## config.mk

```make
export PLATFORM = sky130hd
export DESIGN_NAME = pdr_ports
export DESIGN_NICKNAME = d
export VERILOG_FILES = /design/src/verilog/pdr_pkg.sv /design/src/verilog/pdr_sync.sv /design/src/verilog/pdr_ports.sv
export SDC_FILE = /design/constraint.sdc
export NUM_CORES = 1
export LEC_CHECK = 0
export BUFFER_PORTS_ARGS = -buffer_cell sky130_fd_sc_hd__buf_4
export CORE_MARGIN = 2
export CORE_UTILIZATION = 51
export DETAILED_ROUTE_END_ITERATION = 8
export GPL_TIMING_DRIVEN = 0
export PLACE_DENSITY = 0.75
export SLEW_MARGIN = 20
export SYNTH_ARGS = -nofsm -noshare
export SYNTH_HDL_FRONTEND = slang
export SYNTH_HIERARCHICAL = 1
export SYNTH_SLANG_ARGS = --single-unit
```

## constraint.sdc

```tcl
create_clock -name clk_i -period 1.5 [get_ports clk_i]
set_input_delay 0.075 -clock clk_i [delete_from_list [all_inputs] [get_ports clk_i]]
set_output_delay 0.075 -clock clk_i [all_outputs]
set_load 0.01 [all_outputs]
```

## src/verilog/pdr_pkg.sv

```systemverilog
// constants and register map for the port data register block
package pdr_pkg;
    // ==========================================================
    // register offsets (plain port, word addresses)
    localparam logic [3:0]  ADDR_WIDTH      = 4'h4;
    localparam logic [3:0]  OFS_PORTD_UPPER = 4'h0;
    localparam logic [3:0]  OFS_PORTD_LOWER = 4'h1;
    localparam logic [3:0]  OFS_PORTE_DATA  = 4'h2;
    localparam logic [3:0]  OFS_PORTF_INPUT = 4'h3;
    // ==========================================================
    // widths and reset values
    localparam int          PORTD_PINS      = 32;
    localparam int          PORTE_PINS      = 16;
    localparam int          PORTF_PINS      = 8;
    localparam int          PORTD_UPPER_LSB = 16;
    localparam logic [15:0] PORTD_RST       = 16'h0000;
    localparam logic [15:0] PORTE_RST       = 16'h0000;
    // ==========================================================
    // timing: two flip-flops on every pin input
    localparam int          SYNC_STAGES     = 2;
endpackage : pdr_pkg

```

## src/verilog/pdr_sync.sv

```systemverilog
// two flip-flop synchroniser for a bundle of pin inputs
`timescale 1ns/1ps
module pdr_sync #(
    parameter int WIDTH = 8
) (
    input  wire logic             clk_i,   // system clock
    input  wire logic             nrst_i,  // async reset, low
    input  wire logic [WIDTH-1:0] d_i,     // asynchronous pins
    output logic      [WIDTH-1:0] q_o      // synchronised levels
);
    typedef struct packed {
        logic [WIDTH-1:0] meta;
        logic [WIDTH-1:0] sync;
    } pdr_sync_state_t;

    pdr_sync_state_t st_reg;
    pdr_sync_state_t st_next;

    // ==========================================================
    // first stage feeds only the second stage
    always_comb begin
        st_next      = st_reg;
        st_next.meta = d_i;
        st_next.sync = st_reg.meta;
    end

    // state register
    always_ff @(posedge clk_i or negedge nrst_i) begin
        if (!nrst_i) begin
            st_reg <= '0;
        end else begin
            st_reg <= st_next;
        end
    end

    assign q_o = st_reg.sync;
endmodule : pdr_sync

```

## src/verilog/pdr_ports.sv

```systemverilog
// data registers of ports d, e and f with pin read-back
//
// Function
// port d dir 0: read pin, write stores only
// port d dir 1: read stored, drive if general fn
// upper register holds port d pins 31..16
// port e data: 16 bits, read/write
// port e general output: write drives pin
// port e dir 0: read pin, write stores
// port e dir 1 other function: no drive
// port f: 8-bit read-only pin register
// writes to port f are discarded
// port f general input reads live pin
// port f analog sampling reads as one
// port f has no fixed reset value
// port e data clears on reset
// dir/function inputs, pins synchronised first
`timescale 1ns/1ps
module pdr_ports #(
    parameter int PD_PINS = pdr_pkg::PORTD_PINS,
    parameter int PE_PINS = pdr_pkg::PORTE_PINS,
    parameter int PF_PINS = pdr_pkg::PORTF_PINS
) (
    input  wire logic               clk_i,         // 25 MHz clock
    input  wire logic               nrst_i,        // async reset, low
    input  wire logic [3:0]         addr_i,        // register address
    input  wire logic [15:0]        wdata_i,       // write data
    input  wire logic               wr_i,          // write strobe
    input  wire logic               rd_i,          // read strobe
    output logic      [15:0]        rdata_o,       // read data
    input  wire logic [PD_PINS-1:0] portd_dir_i,   // 1 = output
    input  wire logic [PD_PINS-1:0] portd_gpio_i,  // 1 = general fn
    input  wire logic [PE_PINS-1:0] porte_dir_i,   // 1 = output
    input  wire logic [PE_PINS-1:0] porte_gpio_i,  // 1 = general fn
    input  wire logic [PF_PINS-1:0] portf_adc_i,   // analog sampling
    input  wire logic [PD_PINS-1:0] portd_pin_i,   // port d pin level
    output logic      [PD_PINS-1:0] portd_pin_o,   // port d drive
    output logic      [PD_PINS-1:0] portd_oe_n_o,  // low = driving
    input  wire logic [PE_PINS-1:0] porte_pin_i,   // port e pin level
    output logic      [PE_PINS-1:0] porte_pin_o,   // port e drive
    output logic      [PE_PINS-1:0] porte_oe_n_o,  // low = driving
    input  wire logic [PF_PINS-1:0] portf_pin_i    // port f pin level
);
    localparam int UL = pdr_pkg::PORTD_UPPER_LSB;

    typedef struct packed {
        logic [PD_PINS-1:0] pd_data;
        logic [PE_PINS-1:0] pe_data;
        logic [PD_PINS-1:0] pd_out;
        logic [PD_PINS-1:0] pd_oe_n;
        logic [PE_PINS-1:0] pe_out;
        logic [PE_PINS-1:0] pe_oe_n;
        logic [15:0]        rdata;
    } pdr_state_t;

    pdr_state_t st_reg;
    pdr_state_t st_next;

    logic [PD_PINS-1:0] pd_sync;
    logic [PE_PINS-1:0] pe_sync;
    logic [PF_PINS-1:0] pf_sync;
    logic [PD_PINS-1:0] pd_view;
    logic [PE_PINS-1:0] pe_view;
    logic [PF_PINS-1:0] pf_view;
    logic [PD_PINS-1:0] pd_drive;
    logic [PE_PINS-1:0] pe_drive;

    // ==========================================================
    // pin synchronisers
    // all pins cross two flip-flops before any read path
    pdr_sync #(.WIDTH(PD_PINS)) u_sync_d (
        .clk_i  (clk_i),
        .nrst_i (nrst_i),
        .d_i    (portd_pin_i),
        .q_o    (pd_sync)
    );
    pdr_sync #(.WIDTH(PE_PINS)) u_sync_e (
        .clk_i  (clk_i),
        .nrst_i (nrst_i),
        .d_i    (porte_pin_i),
        .q_o    (pe_sync)
    );
    pdr_sync #(.WIDTH(PF_PINS)) u_sync_f (
        .clk_i  (clk_i),
        .nrst_i (nrst_i),
        .d_i    (portf_pin_i),
        .q_o    (pf_sync)
    );

    // ==========================================================
    // per-pin read view and drive selection
    genvar gi;
    // port d: pin level when input, stored bit when output
    for (gi = 0; gi < PD_PINS; gi++) begin : g_pd
        assign pd_view[gi]  = portd_dir_i[gi] ? st_reg.pd_data[gi]
                                              : pd_sync[gi];
        assign pd_drive[gi] = portd_dir_i[gi] & portd_gpio_i[gi];
    end
    // port e: same table as port d
    for (gi = 0; gi < PE_PINS; gi++) begin : g_pe
        assign pe_view[gi]  = porte_dir_i[gi] ? st_reg.pe_data[gi]
                                              : pe_sync[gi];
        assign pe_drive[gi] = porte_dir_i[gi] & porte_gpio_i[gi];
    end
    // port f: live level, or one while analog sampling runs
    for (gi = 0; gi < PF_PINS; gi++) begin : g_pf
        assign pf_view[gi] = portf_adc_i[gi] | pf_sync[gi];
    end

    // ==========================================================
    // next state: writes, pin drive and read data
    always_comb begin
        st_next       = st_reg;
        st_next.rdata = 16'h0000;
        if (wr_i) begin
            unique case (addr_i)
                pdr_pkg::OFS_PORTD_UPPER: begin
                    st_next.pd_data[PD_PINS-1:UL] = wdata_i;
                end
                pdr_pkg::OFS_PORTD_LOWER: begin
                    st_next.pd_data[UL-1:0] = wdata_i;
                end
                pdr_pkg::OFS_PORTE_DATA: begin
                    st_next.pe_data = wdata_i;
                end
                default: begin
                    // port f and unmapped writes are dropped
                end
            endcase
        end
        if (rd_i) begin
            unique case (addr_i)
                pdr_pkg::OFS_PORTD_UPPER: begin
                    st_next.rdata = pd_view[PD_PINS-1:UL];
                end
                pdr_pkg::OFS_PORTD_LOWER: begin
                    st_next.rdata = pd_view[UL-1:0];
                end
                pdr_pkg::OFS_PORTE_DATA: begin
                    st_next.rdata = pe_view;
                end
                pdr_pkg::OFS_PORTF_INPUT: begin
                    st_next.rdata = {8'h00, pf_view};
                end
                default: begin
                    st_next.rdata = 16'h0000;
                end
            endcase
        end
        // drive follows stored bit only for general outputs
        st_next.pd_out  = st_next.pd_data & pd_drive;
        st_next.pd_oe_n = ~pd_drive;
        st_next.pe_out  = st_next.pe_data & pe_drive;
        st_next.pe_oe_n = ~pe_drive;
    end

    // state register; port e clears on reset
    always_ff @(posedge clk_i or negedge nrst_i) begin
        if (!nrst_i) begin
            st_reg         <= '0;
            st_reg.pd_data <= PD_PINS'({2{pdr_pkg::PORTD_RST}});
            st_reg.pe_data <= PE_PINS'(pdr_pkg::PORTE_RST);
            st_reg.pd_oe_n <= '1;
            st_reg.pe_oe_n <= '1;
        end else begin
            st_reg <= st_next;
        end
    end

    // outputs straight from flip-flops
    assign rdata_o      = st_reg.rdata;
    assign portd_pin_o  = st_reg.pd_out;
    assign portd_oe_n_o = st_reg.pd_oe_n;
    assign porte_pin_o  = st_reg.pe_out;
    assign porte_oe_n_o = st_reg.pe_oe_n;

    // ==========================================================
    // assertions
    AST_PE_RESET_ZERO: assert property (@(posedge clk_i)
        $rose(nrst_i) |-> st_reg.pe_data == 16'h0000)
        else $error("port e data not clear after reset");

    AST_PF_WRITE_IGNORED: assert property (@(posedge clk_i)
        disable iff (!nrst_i)
        wr_i && addr_i == pdr_pkg::OFS_PORTF_INPUT
        |=> $stable(st_reg.pd_data) && $stable(st_reg.pe_data))
        else $error("port f write changed storage");

    AST_PE_WRITE_STORES: assert property (@(posedge clk_i)
        disable iff (!nrst_i)
        wr_i && addr_i == pdr_pkg::OFS_PORTE_DATA
        |=> st_reg.pe_data == $past(wdata_i))
        else $error("port e write not stored");

    AST_PD_UPPER_MAP: assert property (@(posedge clk_i)
        disable iff (!nrst_i)
        wr_i && addr_i == pdr_pkg::OFS_PORTD_UPPER
        |=> st_reg.pd_data[PD_PINS-1:UL] == $past(wdata_i)
            && $stable(st_reg.pd_data[UL-1:0]))
        else $error("port d upper write misplaced");

    AST_PE_DRIVE: assert property (@(posedge clk_i)
        disable iff (!nrst_i)
        wr_i && addr_i == pdr_pkg::OFS_PORTE_DATA
        && porte_dir_i[0] && porte_gpio_i[0]
        |=> porte_pin_o[0] == $past(wdata_i[0]) && !porte_oe_n_o[0])
        else $error("port e output bit not driven");

    AST_PE_NO_DRIVE: assert property (@(posedge clk_i)
        disable iff (!nrst_i)
        !(porte_dir_i[0] && porte_gpio_i[0]) |=> porte_oe_n_o[0])
        else $error("port e drives a non-output pin");

    AST_PD_READ_PIN: assert property (@(posedge clk_i)
        disable iff (!nrst_i)
        rd_i && addr_i == pdr_pkg::OFS_PORTD_LOWER && !portd_dir_i[0]
        |=> rdata_o[0] == $past(pd_sync[0]))
        else $error("port d input read not pin level");

    AST_PD_READ_STORED: assert property (@(posedge clk_i)
        disable iff (!nrst_i)
        rd_i && addr_i == pdr_pkg::OFS_PORTD_LOWER && portd_dir_i[0]
        |=> rdata_o[0] == $past(st_reg.pd_data[0]))
        else $error("port d output read not stored bit");

    AST_PE_READ_PIN: assert property (@(posedge clk_i)
        disable iff (!nrst_i)
        rd_i && addr_i == pdr_pkg::OFS_PORTE_DATA && !porte_dir_i[0]
        |=> rdata_o[0] == $past(pe_sync[0]))
        else $error("port e input read not pin level");

    AST_PF_ANALOG_ONE: assert property (@(posedge clk_i)
        disable iff (!nrst_i)
        rd_i && addr_i == pdr_pkg::OFS_PORTF_INPUT && portf_adc_i[0]
        |=> rdata_o[0] && rdata_o[15:8] == 8'h00)
        else $error("port f analog bit not read as one");

    AST_PF_LIVE_PIN: assert property (@(posedge clk_i)
        disable iff (!nrst_i)
        rd_i && addr_i == pdr_pkg::OFS_PORTF_INPUT && !portf_adc_i[1]
        |=> rdata_o[1] == $past(pf_sync[1]))
        else $error("port f read not live pin");

    // port d lower half, drive, pin release and upper read-back
    AST_PD_LOWER_MAP: assert property (@(posedge clk_i)
        disable iff (!nrst_i)
        wr_i && addr_i == pdr_pkg::OFS_PORTD_LOWER
        |=> st_reg.pd_data[UL-1:0] == $past(wdata_i)
            && $stable(st_reg.pd_data[PD_PINS-1:UL]))
        else $error("port d lower write misplaced");

    AST_PD_DRIVE: assert property (@(posedge clk_i)
        disable iff (!nrst_i)
        wr_i && addr_i == pdr_pkg::OFS_PORTD_LOWER
        && portd_dir_i[0] && portd_gpio_i[0]
        |=> portd_pin_o[0] == $past(wdata_i[0]) && !portd_oe_n_o[0])
        else $error("port d output bit not driven");

    AST_PD_NO_DRIVE: assert property (@(posedge clk_i)
        disable iff (!nrst_i)
        !portd_dir_i[0] |=> portd_oe_n_o[0] && !portd_pin_o[0])
        else $error("port d drives an input pin");

    AST_PD_UPPER_READ: assert property (@(posedge clk_i)
        disable iff (!nrst_i)
        rd_i && addr_i == pdr_pkg::OFS_PORTD_UPPER && portd_dir_i[UL]
        |=> rdata_o[0] == $past(st_reg.pd_data[UL]))
        else $error("port d upper read misplaced");

    // port e read-back of stored bits and release of input pins
    AST_PE_READ_DRIVEN: assert property (@(posedge clk_i)
        disable iff (!nrst_i)
        rd_i && addr_i == pdr_pkg::OFS_PORTE_DATA
        && porte_dir_i[0] && porte_gpio_i[0]
        |=> rdata_o[0] == $past(st_reg.pe_data[0]))
        else $error("port e output read not stored bit");

    AST_PE_READ_OTHER: assert property (@(posedge clk_i)
        disable iff (!nrst_i)
        rd_i && addr_i == pdr_pkg::OFS_PORTE_DATA
        && porte_dir_i[0] && !porte_gpio_i[0]
        |=> rdata_o[0] == $past(st_reg.pe_data[0]))
        else $error("port e other function read not stored");

    AST_PE_WRITE_NO_PIN: assert property (@(posedge clk_i)
        disable iff (!nrst_i)
        wr_i && addr_i == pdr_pkg::OFS_PORTE_DATA && !porte_dir_i[0]
        |=> porte_oe_n_o[0] && !porte_pin_o[0])
        else $error("port e input pin disturbed by write");

    // port f upper read bits stay clear
    AST_PF_UPPER_ZERO: assert property (@(posedge clk_i)
        disable iff (!nrst_i)
        rd_i && addr_i == pdr_pkg::OFS_PORTF_INPUT
        |=> rdata_o[15:PF_PINS] == '0)
        else $error("port f upper bits not zero");

    // synchronisers lag the pins by two flops once reset settled
    AST_SYNC_PORTD: assert property (@(posedge clk_i)
        disable iff (!nrst_i)
        $past(nrst_i) && $past(nrst_i, 2)
        |-> pd_sync == $past(portd_pin_i, pdr_pkg::SYNC_STAGES))
        else $error("port d pin not two flops behind");

    AST_SYNC_PORTF: assert property (@(posedge clk_i)
        disable iff (!nrst_i)
        $past(nrst_i) && $past(nrst_i, 2)
        |-> pf_sync == $past(portf_pin_i, pdr_pkg::SYNC_STAGES))
        else $error("port f pin not two flops behind");
endmodule : pdr_ports

```

==> qor.yml, run 1 <==
grt:
  grt-ovfl-total: 0
  grt_pass1_wl_um: 50000
  antenna_found_initial: 3
  grt_max_degree: 86
  grt_pass1_vias: 9102
  grt.total_usage: 0.327
detailed_routing:
  drc_errors: 0
  drt-pass1-iter-count: 5
  drt-total-wl_um: 33800
  drt_iter0_markers: 493
  route.vias.total: 8119
  met1Wirelength_um: 12200
  top_layer: "met4"
  vias_per_cell: 5.14
  postRouteAntennaNets: 0
  met3WireLength_um: 2680
  dr_wl_met2_um: 17500
  wire_per_inst_um: 21.4
placement:
  place_congestion: 0.785
  hpwl_um: 18700
  numPortBuffers: 293
  placed_cell_area_um2: 12600
  pre_cts_slack_ns: -0.433
clock_network:
  postCtsSetupBuffers: 0
  cts_tree: "built"
  htree_levels: 1
  cts.root.buffer_cell: "clkbuf_16"
  clkSlewWorstSetupHoldPaths_ns: 0.06
  cts_num_sinks: 272
  cts_hold_buf: 210
  clk_latency_ns: 0.53
  cts_max_path_buffers: 3
  cts_inserted_buffers: 26
critical_path:
  required_ns: 1.42
  path_class: "reg -> out"
  startpoint_type: "register"
  arrival_ns: 1.31
  crit_fanout: 1
  worstSetupEndpointType: "primary output"
cells_and_area:
  final_cell_mix: "buf_4, dfrtp_1, dlygate4sd3_1, nand2_1"
  final_nets: 1478
  drive_gt1_frac: 0.449
  largest_register_ffs: 48
  synthToLayoutAreaGrowth_pct: 56.3
  register_area_um2: 6870
  mostFrequentLayoutCell: "buf_4"
  fillers: 1017
  stdcell_area_um2: 15600
  multiInputGateArea_um2: 2150
logic_synthesis:
  synth_mux_area_frac: 0.0540
  async_flop_share: 1.00
  synth_compound_area_frac: 0.0806
  synth_top_family_by_area: "buffers and inverters"
  yosys_warnings: 6
  synth_cell_type_count: 28
  syn_area_per_cell_um2: 13.2
  ys_top_cells_by_area: "dfrtp_1, dfstp_2, buf_4"
  synth_edf_count: 0
  synthAdderAreaFrac: 0
  synth-simple-area-share: 0.0802
  mappedNetlistArea_um2: 10000
  synth_nets: 944
  synth-xor-area-share: 0
  synth_ff_type: "dfrtp_1"
  ys_ff_latch: 272
  netlist.area_leader.share: 0.560
  ys_seq_area_frac: 0.687
  synthCells: 760
  yosys.area.top_type: "dfrtp_1"
sta:
  post-route-period-util: 0.925
  rsz0062_at_grt: "false"
  final_hold_viol_count: 49
  fin_crit_ns: 1.39
  drv_slew: 0
  setup_viol: 0
  tightest_slew_ns: 0.864
  max_slew_margin: 0.424
  finClkSkew_ns: 0.00905
  max_freq_ghz: 0.721
  fin_ws_ns: 0.113
  whs_ns: -0.138
die:
  die_area_um2: 20700
  die_w_um: 144
  io-pin-count: 296
  die_h_um: 144
  start_util: 0.517
  rows: 51
  core-area_um2: 19300
pwr:
  irDropWorstVdd_uv: 1070
  finalPower_mw: 17.4
  cellLeakagePower_nw: 7.46
  p_per_area_nw_per_um2: 1110
status:
  violations: "negative hold slack"
  status: "complete, but fails checks"
flow_run:
  max_cap_viol_count: 0
min_path:
  hold_class: "in -> async"
routing by layer:
| layer | GRT usage | up-vias |
|---|---|---|
| li1 | - | 3554 |
| met1 | 0.371 | 4035 |
| met2 | 0.584 | 430 |
| met3 | 0.0834 | 100 |
| met4 | 0.148 | 0 |
| met5 | 0 | - |
critical path: stages, from the launching register on:
cell and delay (ns):
dfstp_2 0.58, buf_4 0.11, buf_4 0.10
layout make-up:
cell class / instances / area share
buffer: 138 / 0.0632
sequential: 272 / 0.439
antenna: 3 / 0.000480
timing repair buffer: 506 / 0.285
clock buffer: 47 / 0.0538
tap: 265 / 0.0212
multi-input combinational: 350 / 0.137
power breakdown:
part           total [mW]  switching [mW]  internal (mW)
Sequential           8.22           0.266           7.96
Combinational        2.67            1.20           1.46
Clock                6.49            2.73           3.75
Total                17.4            4.20           13.2
timing repair:
item	CTS	global route
gates resized for setup	0	2
hold endpoints to repair	307	49
endpoints found under the setup margin	0	2
cell usage after synthesis (7+ instances only):
master    number
buf_2          9
nand3_1       48
a22oi_1        8
nor2_1         9
a222oi_1       8
mux2_2        48
o21ai_2       20
o21ai_0       28
dfstp_2       48
dfrtp_1      224
buf_4        115
a31oi_1        8
o211ai_1       8
nand2_1      105
a21oi_1       48
clkbuf_1       7
kinds of logic (layout without fill, tap and decap cells):
logic type,Yosys count,count (layout)
flip-flops,272,272
buffers and inverters,138,691
multiplexers,48,48
other,0,3
AO/OA/AOI/OAI,128,128
AND/OR/NAND/NOR,174,174
worst paths after layout:
kind                                                    start                        end  slack, ns  depth (start not counted)
worst min-delay path                                   nrst_i  portd_pin_o[26]$_DFF_PN0_      -0.14                          6
worst min register to register  u_sync_d/st_next[9]$_DFF_PN0_  u_sync_d/q_o[9]$_DFF_PN0_       0.34                          0
worst max-delay path               portd_oe_n_o[29]$_DFF_PN1_           portd_oe_n_o[29]       0.11                          2
min in group clk_i                             porte_dir_i[8]       rdata_o[8]$_DFF_PN0_       0.02                          4
worst max register to register          st_reg[145]$_DFF_PN0_       rdata_o[1]$_DFF_PN0_       0.19                          3
max in group asynchronous                              nrst_i      st_reg[132]$_DFF_PN0_       0.27                          8
stage by stage:
step,instances,util,TNS (ns)
2_1_floorplan,760,-,0
3_3_place_gp,1318,0.648,-454.96
3_5_place_dp,1321,0.653,-14.55
4_1_cts,1578,0.808,0
5_1_grt,1580,0.809,0
6_report,1581,0.809,0
(Power assumes the default switching activity.)
==> run 2: changes to the inputs <==
- CORE_ASPECT_RATIO: unset -> 1.2
==> run 2 against run 1 <==
- die area barely moved
- maximum frequency fell by 0.25%
- non-clock buffer count fell by 6
- routed wire length fell by 0.80%
- critical path depth rose by 3
- largest cell class unchanged
- final area rose by 0.10%
- combinational power fell by 2%
- via count fell by 0.58%
- power rose by 5.6%
- the run still ends with negative hold slack left
- clock power rose by 16%
==> qor.yml, run 2 (same netlist as run 1, synthesis figures left out) <==
die:
  io-pin-count: 296  # unchanged
  rows: 56  # +9.8%
  start_util: 0.515  # -0.00197
  die_h_um: 157  # +9.3%
  die_area_um2: 20800  # about the same
  core-area_um2: 19400  # +0.38%
  die_w_um: 132  # -8.5%
pwr:
  p_per_area_nw_per_um2: 1170  # +5.5%
  clkPwrFrac: 0.409  # +0.036
  cellLeakagePower_nw: 7.47  # +0.18%
  p_sw_mw: 4.40  # +4.8%
  combPwrFrac: 0.142  # -0.011
  irDropWorstVdd_uv: 875  # -18%
  finalPower_mw: 18.4  # +5.6%
  p_seq_frac: 0.448  # -0.025
  p_sw_frac: 0.240  # -0.00202
  intPower_mw: 14.0  # +5.9%
placement:
  hpwl_um: 18600  # -0.82%
  numPortBuffers: 293  # unchanged
  dp.cells: 1317  # -0.30%
  place_congestion: 0.790  # +0.56%
cells_and_area:
  multiInputGateArea_um2: 2150  # unchanged
  final_cells: 1571  # -0.63%
  largest_register_ffs: 48  # unchanged
  mostFrequentLayoutCell: "buf_4"
  synthToLayoutAreaGrowth_pct: 56.5
  final_nets: 1473  # -0.34%
  drive_gt1_frac: 0.455  # +0.00596
  final_cell_mix: "buf_4, dfrtp_1, dlygate4sd3_1, nand2_1"
  fillers: 1020  # +0.29%
  register_area_um2: 6870  # unchanged
detailed_routing:
  route.vias.total: 8072  # -0.58%
  drt-total-wl_um: 33600  # -0.80%
  drc_errors: 0  # unchanged
  postRouteAntennaNets: 0  # unchanged
  vias_per_cell: 5.14  # about the same
  drt-pass1-iter-count: 4  # -1
  wire_per_inst_um: 21.4  # -0.16%
  drt_iter0_markers: 597  # +21%
critical_path:
  slowest_delay_ns: 0.52  # -0.06 ns
  r2r_cells: 3  # unchanged
  cpMaxStageDelayCell: "o21ai_0"
  path_class: "in -> reg"
  arrival_ns: 1.77  # +0.46 ns
  worstSetupEndpointType: "register"
  critical_path.cell_chain: "buf_4, or3b_1, clkbuf_1, o21ai_0, nand2_1"
  required_ns: 1.87  # +0.45 ns
  startpoint_type: "input port"
  crit_fanout: 10  # +9
clock_network:
  htree_levels: 1  # unchanged
  cts_max_path_buffers: 3  # unchanged
  clkSlewWorstSetupHoldPaths_ns: 0.07  # about the same
  cts.root.buffer_cell: "clkbuf_16"
  cts_num_sinks: 272  # unchanged
  cts_tree: "built"
  clk_latency_ns: 0.53  # about the same
  cts_inserted_buffers: 27  # +3.8%
sta:
  max_slew_margin: 0.389  # -0.0353
  finClkSkew_ns: 0.0127  # +0.00361 ns
  post-route-period-util: 0.927  # +0.00229
  rsz0062_at_grt: "false"
  setup_viol: 0  # unchanged
  fin_crit_ns: 1.39  # +0.00344 ns
  tightest_slew_ns: 0.917  # +0.0530 ns
  max_freq_ghz: 0.719  # -0.25%
  final_hold_viol_count: 1  # -98%
  drv_slew: 0  # unchanged
  whs_ns: -0.00365  # +0.135 ns
grt:
  grt.total_usage: 0.321  # -0.00642
  grt_max_degree: 101  # +17%
  grt_pass1_wl_um: 49900  # -0.23%
  antenna_found_initial: 1  # -2
  grt-ovfl-total: 0  # unchanged
  grt_pass1_vias: 9010  # -1.0%
min_path:
  min_path_cells: 4
  hold_class: "in -> reg"
status:
  status: "complete, but fails checks"
  violations: "negative hold slack"
flow_run:
  max_cap_viol_count: 0  # unchanged
-- run 2: changes by cell type in the layout (fill, tap and decap cells not counted), sizes merged --
cell      change
clkbuf       -19
clkinv       +10
bufinv        +7
buf           -6
clkinvlp      +3
diode         -2
inv           +1
-- run 2: final cells by class --
| type | instances | share of cell area |
|---|---|---|
| Antenna cell | 1 | 0.000160 |
| Buffer | 138 | 0.0631 |
| Clock buffer | 28 | 0.0440 |
| Clock inverter | 21 | 0.0191 |
| Multi-Input combinational cell | 350 | 0.137 |
| Sequential cell | 272 | 0.439 |
| Tap cell | 261 | 0.0209 |
| Timing Repair Buffer | 500 | 0.277 |
-- run 2: worst max-delay path, delay by kind of cell --
family	cells	cell delay, ns
buffers and inverters	2	0.56
and+or+nand+nor	2	0.61
AOI/OAI and AO/OA	1	0.52
-- run 2: layer usage --
layer	part of all wire	track usage
met3	0.066	0.0654
met4	0.045	0.146
met2	0.54	0.601
met1	0.35	0.351
met5	0	0
-- run 2: worst paths after layout --
path | startpoint | to | slack, ns
setup / recovery | addr_i[3] | st_reg[129]$_DFF_PN0_ | 0.11
hold / removal | portd_dir_i[28] | rdata_o[12]$_DFF_PN0_ | -0.004
setup reg to reg | st_reg[147]$_DFF_PN0_ | rdata_o[3]$_DFF_PN0_ | 0.17
hold reg to reg | u_sync_d/st_next[18]$_DFF_PN0_ | u_sync_d/q_o[18]$_DFF_PN0_ | 0.35
max in group asynchronous | nrst_i | porte_oe_n_o[8]$_DFF_PN1_ | 0.31
min in group asynchronous | nrst_i | u_sync_d/st_next[2]$_DFF_PN0_ | 0.02
-- run 2: power groups by stage --
stage | registers [mW] | logic, mW | clock network, mW
floorplan | 8.24 | 1.01 | 0
global placement | 8.27 | 2.01 | 0
detailed placement | 8.30 | 2.08 | 0
CTS | 8.18 | 2.52 | 7.51
global route | 8.27 | 2.79 | 7.85
finish | 8.23 | 2.61 | 7.51
-- run 2: through the flow --
step	setup WS (ns)	hold WS [ns]	TNS [ns]	instance area, µm²	util
after floorplan	0.311	-0.221	0	10000	-
after global placement	-1.77	0.184	-449.16	12500	0.646
after detailed placement	-0.394	-0.0142	-16.05	12600	0.650
after CTS	0.154	0.00508	0	15600	0.806
after global routing	0.0303	0.0129	0	15700	0.806
final	0.109	-0.00365	0	15700	0.806
-- run 2: repair_timing --
item / CTS / global route
resized for setup: 0 / 0
buffers inserted: 0 / 0
hold endpoints to repair: 365 / 0
hold buffers: 204 / 0
==> run 3: changes to the inputs <==
- CORE_UTILIZATION: 51 -> 53
- CTS_BUF_LIST: unset -> sky130_fd_sc_hd__clkbuf_8
- GPL_TIMING_DRIVEN: 0 -> unset
- PLACE_DENSITY: 0.75 -> 0.78
==> run 3 against run 2 <==
- the flow now finishes without violations
- utilization shrank 0.75 points
- sequential share of layout area increased by 2.2 points
- die area decreased by 3.7%
- sequential power barely moved
- first-iteration DRC count decreased by 14%
- via count fell by 3.1%
- clock skew hardly changed
- worst setup slack got worse by 0.0014 ns
- largest cell class unchanged
- largest power group unchanged
- highest routed layer unchanged
==> qor.yml, run 3 (same netlist as run 1, synthesis figures left out) <==
critical_path:
  worst-path-buf-inv: 0  # -2
  startpoint_type: "register"
  required_ns: 1.88  # about the same
  arrival_ns: 1.78  # about the same
  crit_family: "compound AO/OA/AOI/OAI gates"
  timing.rr.start: "st_reg[147]$_DFF_PN0_"
  critical_path.cell_chain: "mux2_2, a22oi_1, a31oi_1"
  crit_fanout: 2  # -8
  path_class: "reg -> reg"
  slowest_delay_ns: 0.40  # -0.12 ns
  critical_path.startpoint: "st_reg[147]$_DFF_PN0_"
  worstSetupEndpointType: "register"
  cpMaxStageDelayCell: "dfrtp_1"
sta:
  setup_viol: 0  # unchanged
  rsz0062_at_grt: "false"
  fin_ws_ns: 0.108  # -0.00143 ns
  tns_ns: 0  # unchanged
  max_slew_margin: 0.674  # +0.285
  final_hold_viol_count: 0  # -1
  finClkSkew_ns: 0.0126  # -0.0000786 ns
  drv_slew: 0  # unchanged
  fin_crit_ns: 1.39  # +0.00143 ns
  tightest_slew_ns: 0.489  # -0.428 ns
  whs_ns: 0.0285  # +0.0321 ns
  max_freq_ghz: 0.718  # -0.10%
  post-route-period-util: 0.928  # +0.000955
detailed_routing:
  drt-pass1-iter-count: 5  # +1
  route.vias.total: 7825  # -3.1%
  drc_errors: 0  # unchanged
  drt_iter0_markers: 516  # -14%
  wire_per_inst_um: 21.8  # +2.3%
  drt-total-wl_um: 32600  # -2.9%
  postRouteAntennaNets: 0  # unchanged
  vias_per_cell: 5.24  # +2.1%
clock_network:
  clk_latency_ns: 0.54  # about the same
  cts_tree: "built"
  htree_levels: 2  # +1
  cts_num_sinks: 272  # unchanged
  clkSlewWorstSetupHoldPaths_ns: 0.06  # about the same
  cts_max_path_buffers: 3  # unchanged
  cts_inserted_buffers: 42  # +56%
  cts.root.buffer_cell: "clkbuf_8"
cells_and_area:
  final_nets: 1382  # -6.2%
  mostFrequentLayoutCell: "buf_4"
  final_cell_mix: "buf_4, dfrtp_1, dlygate4sd3_1, nand2_1, clkbuf_8"
  largest_register_ffs: 48  # unchanged
  stdcell_area_um2: 14900  # -4.8%
  drive_gt1_frac: 0.419  # -0.0365
  post-route-util: 0.799  # -0.00755
  final_cells: 1492  # -5.0%
  synthToLayoutAreaGrowth_pct: 48.9
placement:
  place_congestion: 0.800  # +1.3%
  pre_cts_slack_ns: 0.0546  # +0.448 ns
  hpwl_um: 17600  # -5.5%
  dp.cells: 1206  # -8.4%
  placed_cell_area_um2: 12000  # -5.2%
  numPortBuffers: 295  # +0.68%
die:
  rows: 55  # -1.8%
  die_w_um: 129  # -1.8%
  core-area_um2: 18600  # -3.9%
  start_util: 0.536  # +0.0210
  io-pin-count: 296  # unchanged
  die_area_um2: 20000  # -3.7%
  die_h_um: 154  # -1.9%
grt:
  grt_pass1_wl_um: 48200  # -3.4%
  antenna_found_initial: 4  # +3
  grt_pass1_vias: 8789  # -2.5%
  grt.total_usage: 0.328  # +0.00720
  grt_max_degree: 56  # -45%
  grt-ovfl-total: 0  # unchanged
pwr:
  p_per_area_nw_per_um2: 1150  # -2.3%
  cellLeakagePower_nw: 7.04  # -5.9%
  finalPower_mw: 17.1  # -7.0%
  irDropWorstVdd_uv: 862  # -1.5%
flow_run:
  max_cap_viol_count: 0  # unchanged
status:
  status: "completed"
min_path:
  hold_path.startpoint: "porte_dir_i[12]"
  hold_class: "in -> reg"
[run 3: cell count changes in the layout (fill, tap and decap cells not counted), sizes merged]
cell,previous run,this run
clkbuf,38,56
buf,424,328
clkinvlp,3,1
diode,1,4
inv,1,15
clkinv,10,5
bufinv,7,1
[run 3: final cells by class]
type	instances	area (µm²)
sequential	272	6870
clock buffer	56	771
tap	256	320
antenna	4	10.0
fill	970	3750
timing repair buffer	532	4650
multi-input combinational	350	2160
clock inverter	22	119
[run 3: path summary, 6_finish.rpt]
check                                                     end  slack (ns)  depth (start not counted)
worst min register to register      u_sync_e/q_o[1]$_DFF_PN0_        0.35                          0
min in group asynchronous       u_sync_f/st_next[3]$_DFF_PN0_        0.07                          2
max in group asynchronous          porte_oe_n_o[12]$_DFF_PN1_        0.76                          3
worst min-delay path                    rdata_o[12]$_DFF_PN0_        0.03                          4
worst max register to register           rdata_o[3]$_DFF_PN0_        0.11                          3
worst max-delay path                     rdata_o[3]$_DFF_PN0_        0.11                          3
[run 3: where the power goes]
part	switching (mW)	internal [mW]	leakage [nW]	total, mW
registers	0.283	7.96	3.30	8.24
clock network	2.88	3.52	0.516	6.39
logic	1.14	1.30	3.22	2.44
total	4.30	12.8	7.04	17.1
[run 3: what timing repair did]
item | 4_1_cts | 5_1_grt
endpoints found under the hold margin | 445 | 0
buffers inserted | 0 | 0
hold buffers | 204 | 0
resized for setup | 0 | 0
[run 3: metal layers]
layer  up-vias  wire [µm]  global-route usage
met5         -          0                   0
met4         0       1780               0.185
met3       127       2230              0.0775
met2       467      17700               0.592
met1      3881      10900               0.346
li1       3350          -                   -
[run 3: worst min-delay path, stage by stage]
cell,delay [ns]
buf_4,0.09
mux2_2,0.14
a222oi_1,0.08
nor2_1,0.11
